**config.mk**
```make
export PLATFORM = sky130hd
export DESIGN_NAME = adc_conversion_control
export DESIGN_NICKNAME = d
export VERILOG_FILES = /design/src/rtl/adc_ctrl_pkg.sv /design/src/rtl/adc_conversion_control.sv
export SDC_FILE = /design/constraint.sdc
export NUM_CORES = 1
export LEC_CHECK = 0
export ABC_AREA = 1
export CORE_ASPECT_RATIO = 2
export CORE_MARGIN = 2
export CORE_UTILIZATION = 40
export CTS_CLUSTER_SIZE = 28
export DETAILED_ROUTE_END_ITERATION = 10
export DONT_BUFFER_PORTS = 1
export SLEW_MARGIN = 20
export SYNTH_ARGS = -nofsm -noshare
export SYNTH_HDL_FRONTEND = slang
export SYNTH_SLANG_ARGS = --single-unit
```
**constraint.sdc**
```tcl
create_clock -name ref_clk -period 4.6 [get_ports ref_clk]
set_clock_uncertainty 0.15 [all_clocks]
set_input_delay 0.92 -clock ref_clk [delete_from_list [all_inputs] [get_ports ref_clk]]
set_output_delay 0.92 -clock ref_clk [all_outputs]
set_load 0.02 [all_outputs]
```
**src/rtl/adc_ctrl_pkg.sv**
```systemverilog
// Constants, register map and state codes for the conversion controller
package adc_ctrl_pkg;
	// ------------------------------------------------------------
	// Bus widths
	// ------------------------------------------------------------
	localparam int DATA_W = 16;
	localparam int ADDR_W = 3;
	localparam int RES_W = 12;
	localparam int CHAN_W = 5;
	localparam int CNT_W = 9;
	localparam int CAL_W = 12;
	// ------------------------------------------------------------
	// Register offsets (word index on the plain port)
	// ------------------------------------------------------------
	localparam logic [ADDR_W-1:0] OFF_CTRL = 3'h0;
	localparam logic [ADDR_W-1:0] OFF_DIV = 3'h1;
	localparam logic [ADDR_W-1:0] OFF_SAMPLE = 3'h2;
	localparam logic [ADDR_W-1:0] OFF_CHAN = 3'h3;
	localparam logic [ADDR_W-1:0] OFF_CMD = 3'h4;
	localparam logic [ADDR_W-1:0] OFF_STATUS = 3'h5;
	localparam logic [ADDR_W-1:0] OFF_RESULT = 3'h6;
	// ------------------------------------------------------------
	// Field positions
	// ------------------------------------------------------------
	localparam int MODE_W = 4;
	localparam int MODE_CAL_SKIP = 3;
	localparam int MODE_KEEP_ON = 2;
	localparam int CTRL_PD_BIT = 4;
	localparam int CMD_START_BIT = 0;
	localparam int CMD_CAL_BIT = 1;
	localparam int ST_BUSY_BIT = 0;
	localparam int ST_CAL_BIT = 1;
	localparam int ST_ERR_BIT = 2;
	localparam int ST_VALID_BIT = 3;
	// ------------------------------------------------------------
	// Resolution codes in the two low mode bits
	// ------------------------------------------------------------
	localparam logic [1:0] RES_10 = 2'h0;
	localparam logic [1:0] RES_12 = 2'h1;
	localparam logic [1:0] RES_8 = 2'h2;
	localparam logic [1:0] RES_BAD = 2'h3;
	localparam logic [CNT_W-1:0] BITS_12 = 9'h00c;
	localparam logic [CNT_W-1:0] BITS_10 = 9'h00a;
	localparam logic [CNT_W-1:0] BITS_8 = 9'h008;
	// ------------------------------------------------------------
	// Timing counts in conversion-clock periods
	// ------------------------------------------------------------
	localparam logic [CNT_W-1:0] SAMPLE_EXTRA = 9'h002;
	localparam logic [CNT_W-1:0] POSTCAL_TICKS = 9'h002;
	localparam logic [CAL_W-1:0] CAL_TICKS = 12'hf00;
	localparam int DIV_FACTOR = 4;
	// ------------------------------------------------------------
	// Reset values
	// ------------------------------------------------------------
	localparam logic [MODE_W-1:0] MODE_RST = 4'h0;
	localparam logic [7:0] DIV_RST = 8'h01;
	localparam logic [7:0] SAMPLE_RST = 8'h03;
	localparam logic [CHAN_W-1:0] CHAN_RST = 5'h00;
	// ------------------------------------------------------------
	// Sequencer states
	// ------------------------------------------------------------
	typedef enum logic [2:0] {
		ST_IDLE = 3'b000,
		ST_SYNC_IN = 3'b001,
		ST_SAMPLE = 3'b010,
		ST_DISTRIB = 3'b011,
		ST_POSTCAL = 3'b100,
		ST_SYNC_OUT = 3'b101
	} conv_state_e;
endpackage

```
**src/rtl/adc_conversion_control.sv**
```systemverilog
// Conversion sequencer, clock divider and register port for the on-chip SAR converter
`timescale 1ns/100ps
`default_nettype none
// Overview of operation
// Low mode bits choose 10, 12 or 8 bits
// Every result appears on a 12-bit word
// 8-bit result sits high, four zeros below
// 10-bit result sits high, two zeros below
// Mode bit 3 low adds two-tick post-calibration
// Mode bit 2 low powers down after conversion
// Conversion clock period is 4*(1+divider)
// Sampling lasts two plus sample-count ticks
// Distribution takes one tick per bit
// Sync, sample, distribute, calibrate, sync in order
// Full calibration takes 3840 ticks regardless
// Five-bit binary channel number 0 to 31
// Power-down disables comparators only
// One-cycle done pulse on new result
module adc_conversion_control (
	input wire logic ref_clk,
	input wire logic rst_n,
	input wire logic clkEn,
	input wire logic [adc_ctrl_pkg::ADDR_W-1:0] regAddr,
	input wire logic [adc_ctrl_pkg::DATA_W-1:0] regWdata,
	input wire logic regWr,
	input wire logic regRd,
	input wire logic compBit,
	output var logic [adc_ctrl_pkg::DATA_W-1:0] regRdata,
	output var logic [adc_ctrl_pkg::RES_W-1:0] resultWord,
	output var logic resultDone,
	output var logic convClk,
	output var logic sampleHold,
	output var logic compPowerDown,
	output var logic [adc_ctrl_pkg::CHAN_W-1:0] channelSel,
	output var logic calRunning
);
	import adc_ctrl_pkg::*;

	// ------------------------------------------------------------
	// Reset release
	// ------------------------------------------------------------
	logic [1:0] rstSync_r; // Two-stage release chain
	logic rstSync_n; // Synchronised reset for the whole block

	// Assert at once, release on the clock to avoid recovery hazards
	always_ff @(posedge ref_clk or negedge rst_n) begin
		if (!rst_n) begin
			rstSync_r <= 2'h0;
		end else begin
			rstSync_r <= {rstSync_r[0], 1'b1};
		end
	end
	assign rstSync_n = rstSync_r[1];

	// ------------------------------------------------------------
	// Software registers
	// ------------------------------------------------------------
	logic [MODE_W-1:0] mode_r; // Mode bits for the next start
	logic pdSw_r; // Software comparator power-down
	logic [7:0] clkDiv_r; // Clock divider setting
	logic [7:0] sampleCnt_r; // Sample count setting
	logic [CHAN_W-1:0] chanReg_r; // Channel for the next start
	logic wrCtrl; // Write to the control word
	logic wrCmd; // Write to the command word
	logic startReq; // Software asks for a conversion
	logic calReq; // Software asks for full calibration

	assign wrCtrl = regWr && (regAddr == OFF_CTRL);
	assign wrCmd = regWr && (regAddr == OFF_CMD);
	assign startReq = wrCmd && regWdata[CMD_START_BIT];
	assign calReq = wrCmd && regWdata[CMD_CAL_BIT];

	// Setting registers; they may change at any time; only mode and channel are latched at start
	always_ff @(posedge ref_clk or negedge rstSync_n) begin
		if (!rstSync_n) begin
			mode_r <= MODE_RST;
			pdSw_r <= 1'b0;
			clkDiv_r <= DIV_RST;
			sampleCnt_r <= SAMPLE_RST;
			chanReg_r <= CHAN_RST;
		end else if (clkEn && regWr) begin
			if (regAddr == OFF_CTRL) begin
				mode_r <= regWdata[MODE_W-1:0];
				pdSw_r <= regWdata[CTRL_PD_BIT];
			end else if (regAddr == OFF_DIV) begin
				clkDiv_r <= regWdata[7:0];
			end else if (regAddr == OFF_SAMPLE) begin
				sampleCnt_r <= regWdata[7:0];
			end else if (regAddr == OFF_CHAN) begin
				chanReg_r <= regWdata[CHAN_W-1:0];
			end
		end
	end

	// ------------------------------------------------------------
	// Conversion clock divider
	// ------------------------------------------------------------
	logic [CNT_W-1:0] halfCnt_r; // System cycles in this half period
	logic [CNT_W-1:0] halfMax; // Last count of a half period
	logic convTick; // Rising edge of the conversion clock

	// Half period is 2*(1+div) cycles, so a full one is 4*(1+div)
	assign halfMax = {clkDiv_r, 1'b1};
	assign convTick = (halfCnt_r >= halfMax) && !convClk;

	// Free-running divider; >= keeps it sane when the divider shrinks
	always_ff @(posedge ref_clk or negedge rstSync_n) begin
		if (!rstSync_n) begin
			halfCnt_r <= '0;
			convClk <= 1'b0;
		end else if (clkEn) begin
			if (halfCnt_r >= halfMax) begin
				halfCnt_r <= '0;
				convClk <= !convClk;
			end else begin
				halfCnt_r <= halfCnt_r + 1'b1;
			end
		end
	end

	// ------------------------------------------------------------
	// Conversion sequencer
	// ------------------------------------------------------------
	conv_state_e st_r; // Current phase
	conv_state_e stNxt; // Next phase
	logic [CNT_W-1:0] cnt_r; // Ticks spent in a counted phase
	logic [MODE_W-1:0] modeL_r; // Mode latched at start
	logic [CNT_W-1:0] bitsN; // Bits for the latched resolution
	logic [CNT_W-1:0] sampleLen; // Sampling length in ticks
	logic [CNT_W-1:0] phaseLen; // Ticks in the phase in progress
	logic lastTick; // Final tick of a counted phase
	logic startOk; // Start accepted this cycle
	logic [RES_W-1:0] sar_r; // Bits gathered during distribution

	// Resolution decode from the latched mode
	always_comb begin
		case (modeL_r[1:0])
			RES_12: bitsN = BITS_12;
			RES_8: bitsN = BITS_8;
			default: bitsN = BITS_10;
		endcase
	end

	assign sampleLen = SAMPLE_EXTRA + {1'b0, sampleCnt_r};
	assign lastTick = convTick && (cnt_r == phaseLen - 1'b1);
	// A start is refused while busy or when the resolution code is unused
	assign startOk = startReq && (st_r == ST_IDLE) && (mode_r[1:0] != RES_BAD);

	// Length of the phase in progress; a process keeps it sensitive to the state
	always_comb begin
		phaseLen = POSTCAL_TICKS;
		if (st_r == ST_SAMPLE) begin
			phaseLen = sampleLen;
		end else if (st_r == ST_DISTRIB) begin
			phaseLen = bitsN;
		end
	end

	// Phase order; the sync steps are a single system cycle each
	always_comb begin
		stNxt = st_r;
		case (st_r)
			ST_IDLE: begin
				if (startOk) begin
					stNxt = ST_SYNC_IN;
				end
			end
			ST_SYNC_IN: begin
				stNxt = ST_SAMPLE;
			end
			ST_SAMPLE: begin
				if (lastTick) begin
					stNxt = ST_DISTRIB;
				end
			end
			ST_DISTRIB: begin
				if (lastTick) begin
					// Calibration only when the skip bit is clear
					stNxt = modeL_r[MODE_CAL_SKIP] ? ST_SYNC_OUT : ST_POSTCAL;
				end
			end
			ST_POSTCAL: begin
				if (lastTick) begin
					stNxt = ST_SYNC_OUT;
				end
			end
			ST_SYNC_OUT: begin
				stNxt = ST_IDLE;
			end
			default: begin
				stNxt = ST_IDLE;
			end
		endcase
	end

	// State and tick counter; counter restarts at every phase change
	always_ff @(posedge ref_clk or negedge rstSync_n) begin
		if (!rstSync_n) begin
			st_r <= ST_IDLE;
			cnt_r <= '0;
		end else if (clkEn) begin
			st_r <= stNxt;
			if (stNxt != st_r) begin
				cnt_r <= '0;
			end else if (convTick) begin
				cnt_r <= cnt_r + 1'b1;
			end
		end
	end

	// Latch mode and channel so mid-conversion writes cannot disturb it
	always_ff @(posedge ref_clk or negedge rstSync_n) begin
		if (!rstSync_n) begin
			modeL_r <= MODE_RST;
			channelSel <= CHAN_RST;
		end else if (clkEn && startOk) begin
			modeL_r <= mode_r;
			channelSel <= chanReg_r;
		end
	end

	// One comparator decision per tick, MSB first
	always_ff @(posedge ref_clk or negedge rstSync_n) begin
		if (!rstSync_n) begin
			sar_r <= '0;
		end else if (clkEn) begin
			if (st_r == ST_SYNC_IN) begin
				sar_r <= '0;
			end else if (st_r == ST_DISTRIB && convTick) begin
				sar_r <= {sar_r[RES_W-2:0], compBit};
			end
		end
	end

	// ------------------------------------------------------------
	// Result word and completion
	// ------------------------------------------------------------
	logic valid_r; // Unread result waiting
	logic err_r; // Refused start with unused resolution

	// Align to the top of the word; low bits zero-filled at lower resolution
	always_ff @(posedge ref_clk or negedge rstSync_n) begin
		if (!rstSync_n) begin
			resultWord <= '0;
			resultDone <= 1'b0;
		end else if (clkEn) begin
			resultDone <= (st_r == ST_SYNC_OUT);
			if (st_r == ST_SYNC_OUT) begin
				if (modeL_r[1:0] == RES_12) begin
					resultWord <= sar_r;
				end else if (modeL_r[1:0] == RES_8) begin
					resultWord <= {sar_r[7:0], 4'h0};
				end else begin
					resultWord <= {sar_r[9:0], 2'h0};
				end
			end
		end
	end

	// Sticky flags; a new set beats a clear in the same cycle
	always_ff @(posedge ref_clk or negedge rstSync_n) begin
		if (!rstSync_n) begin
			valid_r <= 1'b0;
			err_r <= 1'b0;
		end else if (clkEn) begin
			if (st_r == ST_SYNC_OUT) begin
				valid_r <= 1'b1;
			end else if (regRd && regAddr == OFF_RESULT) begin
				valid_r <= 1'b0;
			end
			if (startReq && st_r == ST_IDLE && mode_r[1:0] == RES_BAD) begin
				err_r <= 1'b1;
			end else if (wrCtrl) begin
				err_r <= 1'b0;
			end
		end
	end

	// ------------------------------------------------------------
	// Power-down and sampling outputs
	// ------------------------------------------------------------
	logic pdAuto_r; // Converter idle after a conversion

	// Only the comparators are switched; the logic here keeps running
	always_ff @(posedge ref_clk or negedge rstSync_n) begin
		if (!rstSync_n) begin
			pdAuto_r <= 1'b0;
			compPowerDown <= 1'b0;
			sampleHold <= 1'b0;
		end else if (clkEn) begin
			if (startOk) begin
				pdAuto_r <= 1'b0;
			end else if (st_r == ST_SYNC_OUT) begin
				pdAuto_r <= !modeL_r[MODE_KEEP_ON];
			end
			compPowerDown <= pdSw_r || pdAuto_r;
			sampleHold <= (stNxt == ST_SAMPLE);
		end
	end

	// ------------------------------------------------------------
	// Full calibration
	// ------------------------------------------------------------
	logic [CAL_W-1:0] calCnt_r; // Ticks of calibration done

	// Runs in the background; conversions do not stretch or cut it
	always_ff @(posedge ref_clk or negedge rstSync_n) begin
		if (!rstSync_n) begin
			calRunning <= 1'b0;
			calCnt_r <= '0;
		end else if (clkEn) begin
			if (!calRunning && calReq) begin
				calRunning <= 1'b1;
				calCnt_r <= '0;
			end else if (calRunning && convTick) begin
				if (calCnt_r == CAL_TICKS - 1'b1) begin
					calRunning <= 1'b0;
				end
				calCnt_r <= calCnt_r + 1'b1;
			end
		end
	end

	// ------------------------------------------------------------
	// Read port
	// ------------------------------------------------------------
	// Data valid only in the cycle after the strobe; unmapped reads zero
	always_ff @(posedge ref_clk or negedge rstSync_n) begin
		if (!rstSync_n) begin
			regRdata <= '0;
		end else if (clkEn) begin
			regRdata <= '0;
			if (regRd) begin
				if (regAddr == OFF_CTRL) begin
					regRdata <= {11'h000, pdSw_r, mode_r};
				end else if (regAddr == OFF_DIV) begin
					regRdata <= {8'h00, clkDiv_r};
				end else if (regAddr == OFF_SAMPLE) begin
					regRdata <= {8'h00, sampleCnt_r};
				end else if (regAddr == OFF_CHAN) begin
					regRdata <= {11'h000, chanReg_r};
				end else if (regAddr == OFF_STATUS) begin
					regRdata <= {12'h000, valid_r, err_r, calRunning, st_r != ST_IDLE};
				end else if (regAddr == OFF_RESULT) begin
					regRdata <= {4'h0, resultWord};
				end
			end
		end
	end

	// ------------------------------------------------------------
	// Checks
	// ------------------------------------------------------------
	logic [CNT_W+1:0] sinceTick_r; // Cycles since last tick
	logic tickSeen_r; // First tick seen; periods after it are whole
	logic divWr_r; // Divider written since last tick

	always_ff @(posedge ref_clk or negedge rstSync_n) begin
		if (!rstSync_n) begin
			sinceTick_r <= '0;
			tickSeen_r <= 1'b0;
			divWr_r <= 1'b0;
		end else if (clkEn) begin
			sinceTick_r <= convTick ? '0 : sinceTick_r + 1'b1;
			if (convTick) begin
				tickSeen_r <= 1'b1;
			end
			divWr_r <= (regWr && regAddr == OFF_DIV) || (divWr_r && !convTick);
		end
	end

	a_res_width: assert property (@(posedge ref_clk) disable iff (!rstSync_n)
		clkEn && st_r == ST_DISTRIB && stNxt != ST_DISTRIB |-> cnt_r + 1'b1 == (modeL_r[1:0] == RES_12 ? BITS_12 :
		modeL_r[1:0] == RES_8 ? BITS_8 : BITS_10))
		else $error("resolution does not follow mode");
	a_eight_low: assert property (@(posedge ref_clk) disable iff (!rstSync_n)
		resultDone && modeL_r[1:0] == RES_8 |-> resultWord[3:0] == 4'h0)
		else $error("8-bit result low nibble not zero");
	a_ten_low: assert property (@(posedge ref_clk) disable iff (!rstSync_n)
		resultDone && modeL_r[1:0] == RES_10 |-> resultWord[1:0] == 2'h0 && resultWord[11:2] == sar_r[9:0])
		else $error("10-bit result misaligned");
	a_cal_skip: assert property (@(posedge ref_clk) disable iff (!rstSync_n)
		st_r == ST_POSTCAL |-> !modeL_r[MODE_CAL_SKIP])
		else $error("post-calibration ran while skipped");
	a_pd_after: assert property (@(posedge ref_clk) disable iff (!rstSync_n)
		resultDone && clkEn && !modeL_r[MODE_KEEP_ON] |=> compPowerDown)
		else $error("no power-down after conversion");
	a_div_period: assert property (@(posedge ref_clk) disable iff (!rstSync_n)
		clkEn && convTick && tickSeen_r && !divWr_r |-> sinceTick_r == DIV_FACTOR * (clkDiv_r + 1) - 1)
		else $error("conversion clock period wrong");
	a_sample_len: assert property (@(posedge ref_clk) disable iff (!rstSync_n)
		clkEn && st_r == ST_SAMPLE && stNxt == ST_DISTRIB |-> cnt_r + 1'b1 == sampleLen)
		else $error("sampling length wrong");
	a_distrib_len: assert property (@(posedge ref_clk) disable iff (!rstSync_n)
		clkEn && st_r == ST_DISTRIB && stNxt != ST_DISTRIB |-> cnt_r + 1'b1 == bitsN)
		else $error("distribution length wrong");
	a_sync_order: assert property (@(posedge ref_clk) disable iff (!rstSync_n)
		clkEn && st_r == ST_SYNC_IN |=> st_r == ST_SAMPLE)
		else $error("input sync not one cycle");
	a_cal_total: assert property (@(posedge ref_clk) disable iff (!rstSync_n)
		$fell(calRunning) |-> calCnt_r == CAL_TICKS)
		else $error("calibration length wrong");
	a_comp_only: assert property (@(posedge ref_clk) disable iff (!rstSync_n)
		sampleHold && !pdSw_r && !$past(pdSw_r) |-> !compPowerDown)
		else $error("comparators off while sampling");
	a_done_pulse: assert property (@(posedge ref_clk) disable iff (!rstSync_n)
		resultDone && clkEn |=> !resultDone)
		else $error("done pulse longer than a cycle");
endmodule
`default_nettype wire

```
# [Yosys cells after proc, flatten, opt, wreduce, memory -nomap -nowiden]
# Cells that the tools add are included.
[totals] ff_bits=118 input_bits=25 out_inout_bits=38 wordCells=127
[classes] n_addsub=5 order_cmp=1 n_eq_ne=19 n_mux=34 bitwise_logic=3 reduce_logical=42
[ops] cell="2-to-1 mux 12 bit" count=13
[ops] cell="2-to-1 mux 9 bit" count=5
[ops] cell="adder 9 x 1 -> 9 bit (second input constant)" count=2
[ops] cell="AND reduction 2 bit" count=9
[ops] cell="== test 3 x 2 -> 1 bit (second input constant)" count=5
[ops] cell="== test 3 bit (second input constant)" count=5
[ops] cell="logical AND 1 bit" count=15
[ops] cell="case mux 3 bit (5 select lines)" count=1
[ops] cell="nonzero test 2 bit" count=7
[ops] cell="adder 12 x 1 -> 12 bit (second input constant)" count=1
[ops] cell="== test 12 bit (second input constant)" count=1
[ops] cell="2-to-1 mux 3 bit" count=4
[ops] cell="2-to-1 mux 1 bit" count=10
[ops] cell="adder 2 x 8 -> 9 bit (first input constant)" count=1
[ops] cell="== test 9 bit" count=1
[ops] cell="greater-or-equal comparator 9 bit" count=1
[ops] cell="subtractor 9 x 1 -> 9 bit (second input constant)" count=1
[ops] cell="== test 3 x 1 -> 1 bit (second input constant)" count=2
[ops] cell="logical NOT 3 bit" count=2
[ops] cell="case mux 3 bit (2 select lines)" count=1
[ops] cell="AND reduction 3 bit" count=2
[ops] cell="AND reduction 5 bit" count=1
[ops] cell="== test 2 bit (second input constant)" count=2
[ops] cell="AND reduction 4 bit" count=1
[ops] cell="other kinds (7)" count=11

# [Logic depth before layout (Yosys ltp)]
[logic_depth] word_depth=12 ltp_mapped=24

# [Worst setup path before layout]
# No wires, ideal clock.
[synth_path] path_kind="input -> register" startpoint="in regAddr[1] (netlist bit)" endpoint="reg calCnt_r[11]" t_arrival_ns=2.535 slack_ns=1.792 path_stages=14 path_cell_list="nor2_1 -> nand3_1 -> nor3_1 -> inv_1 -> nor2_1 -> inv_1 -> nand2_1 -> inv_2 -> nor2_1 -> nand4_1 -> nor3_2 -> nand4_1 -> o21ai_0 -> a21oi_1"
[synth_via] elab_chain_cells=6 word_cells_on_any_way=7 cone_classes="eq/ne (1); mux (1); reduce/logical (5)"
[synth_lines] element="start, declared" line_no="adc_conversion_control.sv:23" source="input wire logic [adc_ctrl_pkg::ADDR_W-1:0] regAddr,"
[synth_lines] element="== test 3 bit *" line_no="adc_conversion_control.sv:69" source="assign wrCmd = regWr && (regAddr == OFF_CMD);"
[synth_lines] element="logical AND 1 bit *" line_no="adc_conversion_control.sv:69"
[synth_lines] element="logical AND 1 bit *" line_no="adc_conversion_control.sv:71" source="assign calReq = wrCmd && regWdata[CMD_CAL_BIT];"
[synth_lines] element="logical AND 1 bit *" line_no="adc_conversion_control.sv:312" source="if (!calRunning && calReq) begin"
[synth_lines] element="nonzero test 2 bit (no line)"
[synth_lines] element="AND reduction 2 bit (no line)"
[synth_lines] element="end signal, assigned" line_no="adc_conversion_control.sv:319" source="calCnt_r <= calCnt_r + 1'b1;"
[synth_lines] element="end, declared" line_no="adc_conversion_control.sv:304" source="logic [CAL_W-1:0] calCnt_r;"
# Mark *: on every way between the ends. The rest lies on a longest branch, timed or not.
# A chain may end at the register's enable or synchronous reset.

# [Final worst setup path]
[layout_path] startpoint="reg st_r[2]" endpoint="reg cnt_r[8]"
[layout_via] elab_chain_cells=11 word_cells_on_any_way=21 cone_classes="add/sub (1); eq/ne (6); mux (8); reduce/logical (6)"
[layout_lines] element="start, declared" line_no="adc_conversion_control.sv:124" source="conv_state_e st_r;"
[layout_lines] element="start signal, assigned" line_no="adc_conversion_control.sv:202" source="st_r <= stNxt;"
[layout_lines] element="== test 3 x 2 -> 1 bit" line_no="adc_conversion_control.sv:154, adc_conversion_control.sv:162"
[layout_lines] element="2-to-1 mux 9 bit" line_no="adc_conversion_control.sv:154" source="end else if (st_r == ST_DISTRIB) begin"
[layout_lines] element="2-to-1 mux 9 bit" line_no="adc_conversion_control.sv:152" source="if (st_r == ST_SAMPLE) begin"
[layout_lines] element="subtractor 9 x 1 -> 9 bit" line_no="adc_conversion_control.sv:145" source="assign lastTick = convTick && (cnt_r == phaseLen - 1'b1);"
[layout_lines] element="== test 9 bit" line_no="adc_conversion_control.sv:145"
[layout_lines] element="logical AND 1 bit" line_no="adc_conversion_control.sv:145"
[layout_lines] element="2-to-1 mux 3 bit, on equally long branches" line_no="adc_conversion_control.sv:183, adc_conversion_control.sv:172, adc_conversion_control.sv:177"
[layout_lines] element="case mux 3 bit (5 select lines)" line_no="adc_conversion_control.sv:162" source="case (st_r)"
[layout_lines] element="inequality test 3 bit *" line_no="adc_conversion_control.sv:203" source="if (stNxt != st_r) begin"
[layout_lines] element="nonzero test 2 bit (no line)"
[layout_lines] element="AND reduction 2 bit (no line)"
[layout_lines] element="end signal, assigned" line_no="adc_conversion_control.sv:206" source="cnt_r <= cnt_r + 1'b1;"
[layout_lines] element="end, declared" line_no="adc_conversion_control.sv:126" source="logic [CNT_W-1:0] cnt_r;"
# Marks and branches as above.

==> results by stage <==
Outcome:
- The run finished with clean final reports.

Layout:
- The antenna diode instance count is 0.
- Once layout is complete, the cells apart from fillers number 1036.
- The final net count is 866.
- Of the cells placed in the final design, the portion with a size suffix greater than 1 is 0.0764.
- The area added between synthesis and finish is 12.6%.
- At the end of the flow the core is filled with cells to 0.462.
- The post-route standard cell area excluding fillers is 7070 µm².

Yosys:
- After synthesis, the most frequently instantiated cells are 201 x sky130_fd_sc_hd__nand2_1, 111 x sky130_fd_sc_hd__dfrtp_1, 104 x sky130_fd_sc_hd__inv_1, 79 x sky130_fd_sc_hd__o21ai_0, 66 x sky130_fd_sc_hd__nor2_1.
- Among all flip-flop cells after synthesis, the most frequent one is sky130_fd_sc_hd__dfrtp_1.
- The dominant cell by count in the synthesized netlist is sky130_fd_sc_hd__nand2_1.
- The number of different library cells used by synthesis comes to 44.
- Of the synthesized area, sequential elements account for 0.455.
- The yosys synthesis warning count is 0.
- Of all cell types, the one taking the most synthesized area is sky130_fd_sc_hd__dfrtp_1.
- Sorting the synthesized cells by area gives the leading types as sky130_fd_sc_hd__dfrtp_1 44%, sky130_fd_sc_hd__nand2_1 12%, sky130_fd_sc_hd__o21ai_0 6.3%.
- After synthesis the netlist holds a flip-flop and latch count of 114.
- After synthesis the cells add up to 6280 µm².
- Synthesis produced a netlist whose cell count is 823.
- Averaged over all synthesized cells, the footprint is 7.63 µm².
- Of the post-synthesis cell area, the dominant cell type holds 0.442.
- Of all flip-flops after synthesis, the portion carrying an async set or reset was 1.00.
- The synthesized design contains 0 enable-type register cells.

CTS:
- The cell at the root of the clock tree is sky130_fd_sc_hd__clkbuf_16.
- The source-to-sink clock delay at the later pin of the worst-skew pair is 0.41 ns.
- The clock sink total is 114.
- Post-CTS repair changed the size of 0 cells.
- In this run the number of H-tree levels came out at 4.
- Buffers inserted during clock tree synthesis total 17.
- The hold-fix buffer count after cts is 0.
- TritonCTS built the clock tree.
- The clock transition at the registers of the reported paths is 0.05 ns.
- The number of setup buffers added after CTS is 0.
- The maximum number of buffers from clock root to sink is 2.

Setup path:
- The arrival time of the worst setup path is 3.59 ns.
- The worst setup path is launched from a register.
- The critical path capture point type is a register.
- The start-to-end type of the worst setup path is reg -> reg.
- Data on the critical path is required at its endpoint by 4.74 ns.
- The largest fanout of any net on the critical path is 11.

Timing:
- The fmax is 0.290 GHz.
- Headroom to the max-slew limit came out at 0.448.
- Setup repair after global routing left no endpoint under its margin.
- The final count of negative-setup-slack endpoints is 0.
- The final hold violation count is 0.
- For the final routed database, the setup TNS stands at 0 ns.
- The worst path in the final design needs a cycle of 3.45 ns, including I/O delays and setup.
- The share of the clock period used by the worst path after layout is 0.750.
- The transition time of the tightest slew-check pin is 0.826 ns.
- The final worst slack is 1.15 ns.
- The final max-slew violation count is 0.
- Hold timing on the final database bottoms out at a slack of 0.0495 ns.

Global route:
- For this run, the total global-route usage over all layers was measured as 0.220.
- The total overflow left after global routing is 0.
- The maximum number of pins on one net before global-route repair is 78.
- The number of antenna violations at the first check in global routing was 0.
- The number of global-route vias before repair was 5494.
- The first-pass GRT wire length is 28100 µm.

Place:
- The setup slack at placement is 1.18 ns.
- The final HPWL from detailed placement is 13200 µm.
- At the end of routability-driven placement, the weighted congestion stood at 0.927.
- During placement, the flow inserted port buffers numbering 0.
- The placed cell count is 1003.
- The placed standard-cell area is 6440 µm².

Worst hold path:
- The worst hold-check path type is in -> async.

Detailed routing:
- The detailed-route vias per instance is 5.23.
- The mean routed wirelength per cell is 16.7 µm.
- The routed design has 17300 µm of wire.
- The number of antenna-violating nets in the routed design is 0.
- The via count of the routed design is 5414.
- The first TritonRoute pass finished after 4 iterations.
- After detailed routing, the number of remaining DRC violations is 0.
- The detailed router finished its first iteration with 410 violations.

Die:
- The floorplan step defined a die boundary enclosing 16800 µm².
- The vertical die dimension is 181 µm.
- From left edge to right edge, the die measures 92.6 µm.
- For this configuration, the core starts out at a cell density of 0.411.
- The core footprint is 15300 µm².
- The number of core rows is 64.
- The count of pins on the block boundary is 63.

Pwr:
- The ratio of total power to cell area is 518 nW/µm².
- The sum of internal, switching and leakage power is 3.67 mW.
- The worst-case IR drop observed on VDD is 0.000340 V.
- The static power due to leakage is 3.47 nW.

Flow run:
- The max-capacitance violation count is 0.
[cell usage in the layout, fill, tap and decap left out, drive strengths merged]
master / instances
clkinv: 4
a221oi: 2
a21oi: 49
xnor2: 4
a32o: 1
dfrtp: 111
dfstp: 3
a22o: 1
buf: 6
nand2: 205
a211oi: 5
nor4: 5
o2111ai: 1
xor2: 10
inv: 109
nand3: 64
and3: 1
nor3: 15
o21ai: 83
clkinvlp: 4
conb: 5
nor3b: 1
and2: 1
o22ai: 4
o31ai: 8
nor2: 74
nand4: 17
bufinv: 3
o221ai: 1
o21a: 1
ha: 16
or2: 1
clkbuf: 23
[metal layers]
| metal | up-vias | GRT usage | routed length, µm |
|---|---|---|---|
| li1 | 2694 | - | - |
| met1 | 2558 | 0.228 | 6490 |
| met2 | 121 | 0.400 | 9430 |
| met4 | 0 | 0.124 | 807 |
| met5 | - | 0 | 0 |
| met3 | 41 | 0.0471 | 620 |
[worst paths after layout]
kind                                   to  depth (start not counted)          from  slack [ns]
max                              cnt_r[8]                         21       st_r[2]        1.15
min                          rstSync_r[1]                          0         rst_n        0.05
max reg2reg                      cnt_r[8]                         21       st_r[2]        1.15
min reg2reg                 resultWord[6]                          0  rstSync_r[1]        0.08
max in group asynchronous  sampleCnt_r[0]                          2  rstSync_r[1]        3.11
min in group ref_clk         rstSync_r[1]                          0  rstSync_r[0]        0.20
[worst max-delay path: stages, from the launching register on]
cell	delay (ns)
sky130_fd_sc_hd__dfrtp_1	0.44
sky130_fd_sc_hd__inv_2	0.16
sky130_fd_sc_hd__nand2_2	0.09
sky130_fd_sc_hd__nor2_4	0.24
sky130_fd_sc_hd__nand2_1	0.10
sky130_fd_sc_hd__o21ai_2	0.08
sky130_fd_sc_hd__ha_1	0.20
sky130_fd_sc_hd__nand3_2	0.16
sky130_fd_sc_hd__nor2_1	0.24
sky130_fd_sc_hd__nand3_1	0.11
sky130_fd_sc_hd__nand3_1	0.17
sky130_fd_sc_hd__nand2_1	0.07
sky130_fd_sc_hd__inv_1	0.05
sky130_fd_sc_hd__nand3_1	0.12
sky130_fd_sc_hd__nor2_2	0.20
sky130_fd_sc_hd__nand3_1	0.10
sky130_fd_sc_hd__nand4_2	0.16
sky130_fd_sc_hd__nand2_1	0.06
sky130_fd_sc_hd__nand2_1	0.16
sky130_fd_sc_hd__nand2_4	0.12
sky130_fd_sc_hd__nand3_1	0.09
sky130_fd_sc_hd__nand2_1	0.06
[cells by family after synthesis]
group,Yosys count,share of synthesized area
other,2,0.00120
xor gates and xnor gates,14,0.0195
DFF,114,0.455
and+or+nand+nor,384,0.267
buffers and inverters,137,0.0877
adders and majority gates,16,0.0319
AOI/OAI and AO/OA,156,0.138
[area by class of cell]
cell class	instances	area [µm²]
tap	198	248
sequential	114	2860
clock inverter	9	130
fill	1524	8220
inverter	111	417
clock buffer	23	468
timing repair buffer	6	65.1
multi-input combinational	575	2880
[power by group]
group	total, mW	internal [mW]	switching, mW	leakage, nW
clock network	1.33	0.877	0.455	0.279
logic	0.878	0.295	0.583	1.77
registers	1.46	1.21	0.250	1.43
[sequential cells by signal (all words and copies together), names as in the netlist, 2 cells and up]
name and count:
calCnt_r 12, chanReg_r 5, channelSel 5, clkDiv_r 8
cnt_r 9, halfCnt_r 9, modeL_r 4, mode_r 4
regRdata 12, resultWord 12, rstSync_r 2, sampleCnt_r 8
sar_r 12, st_r 3
Note: power is estimated with default switching activity, not from simulation.
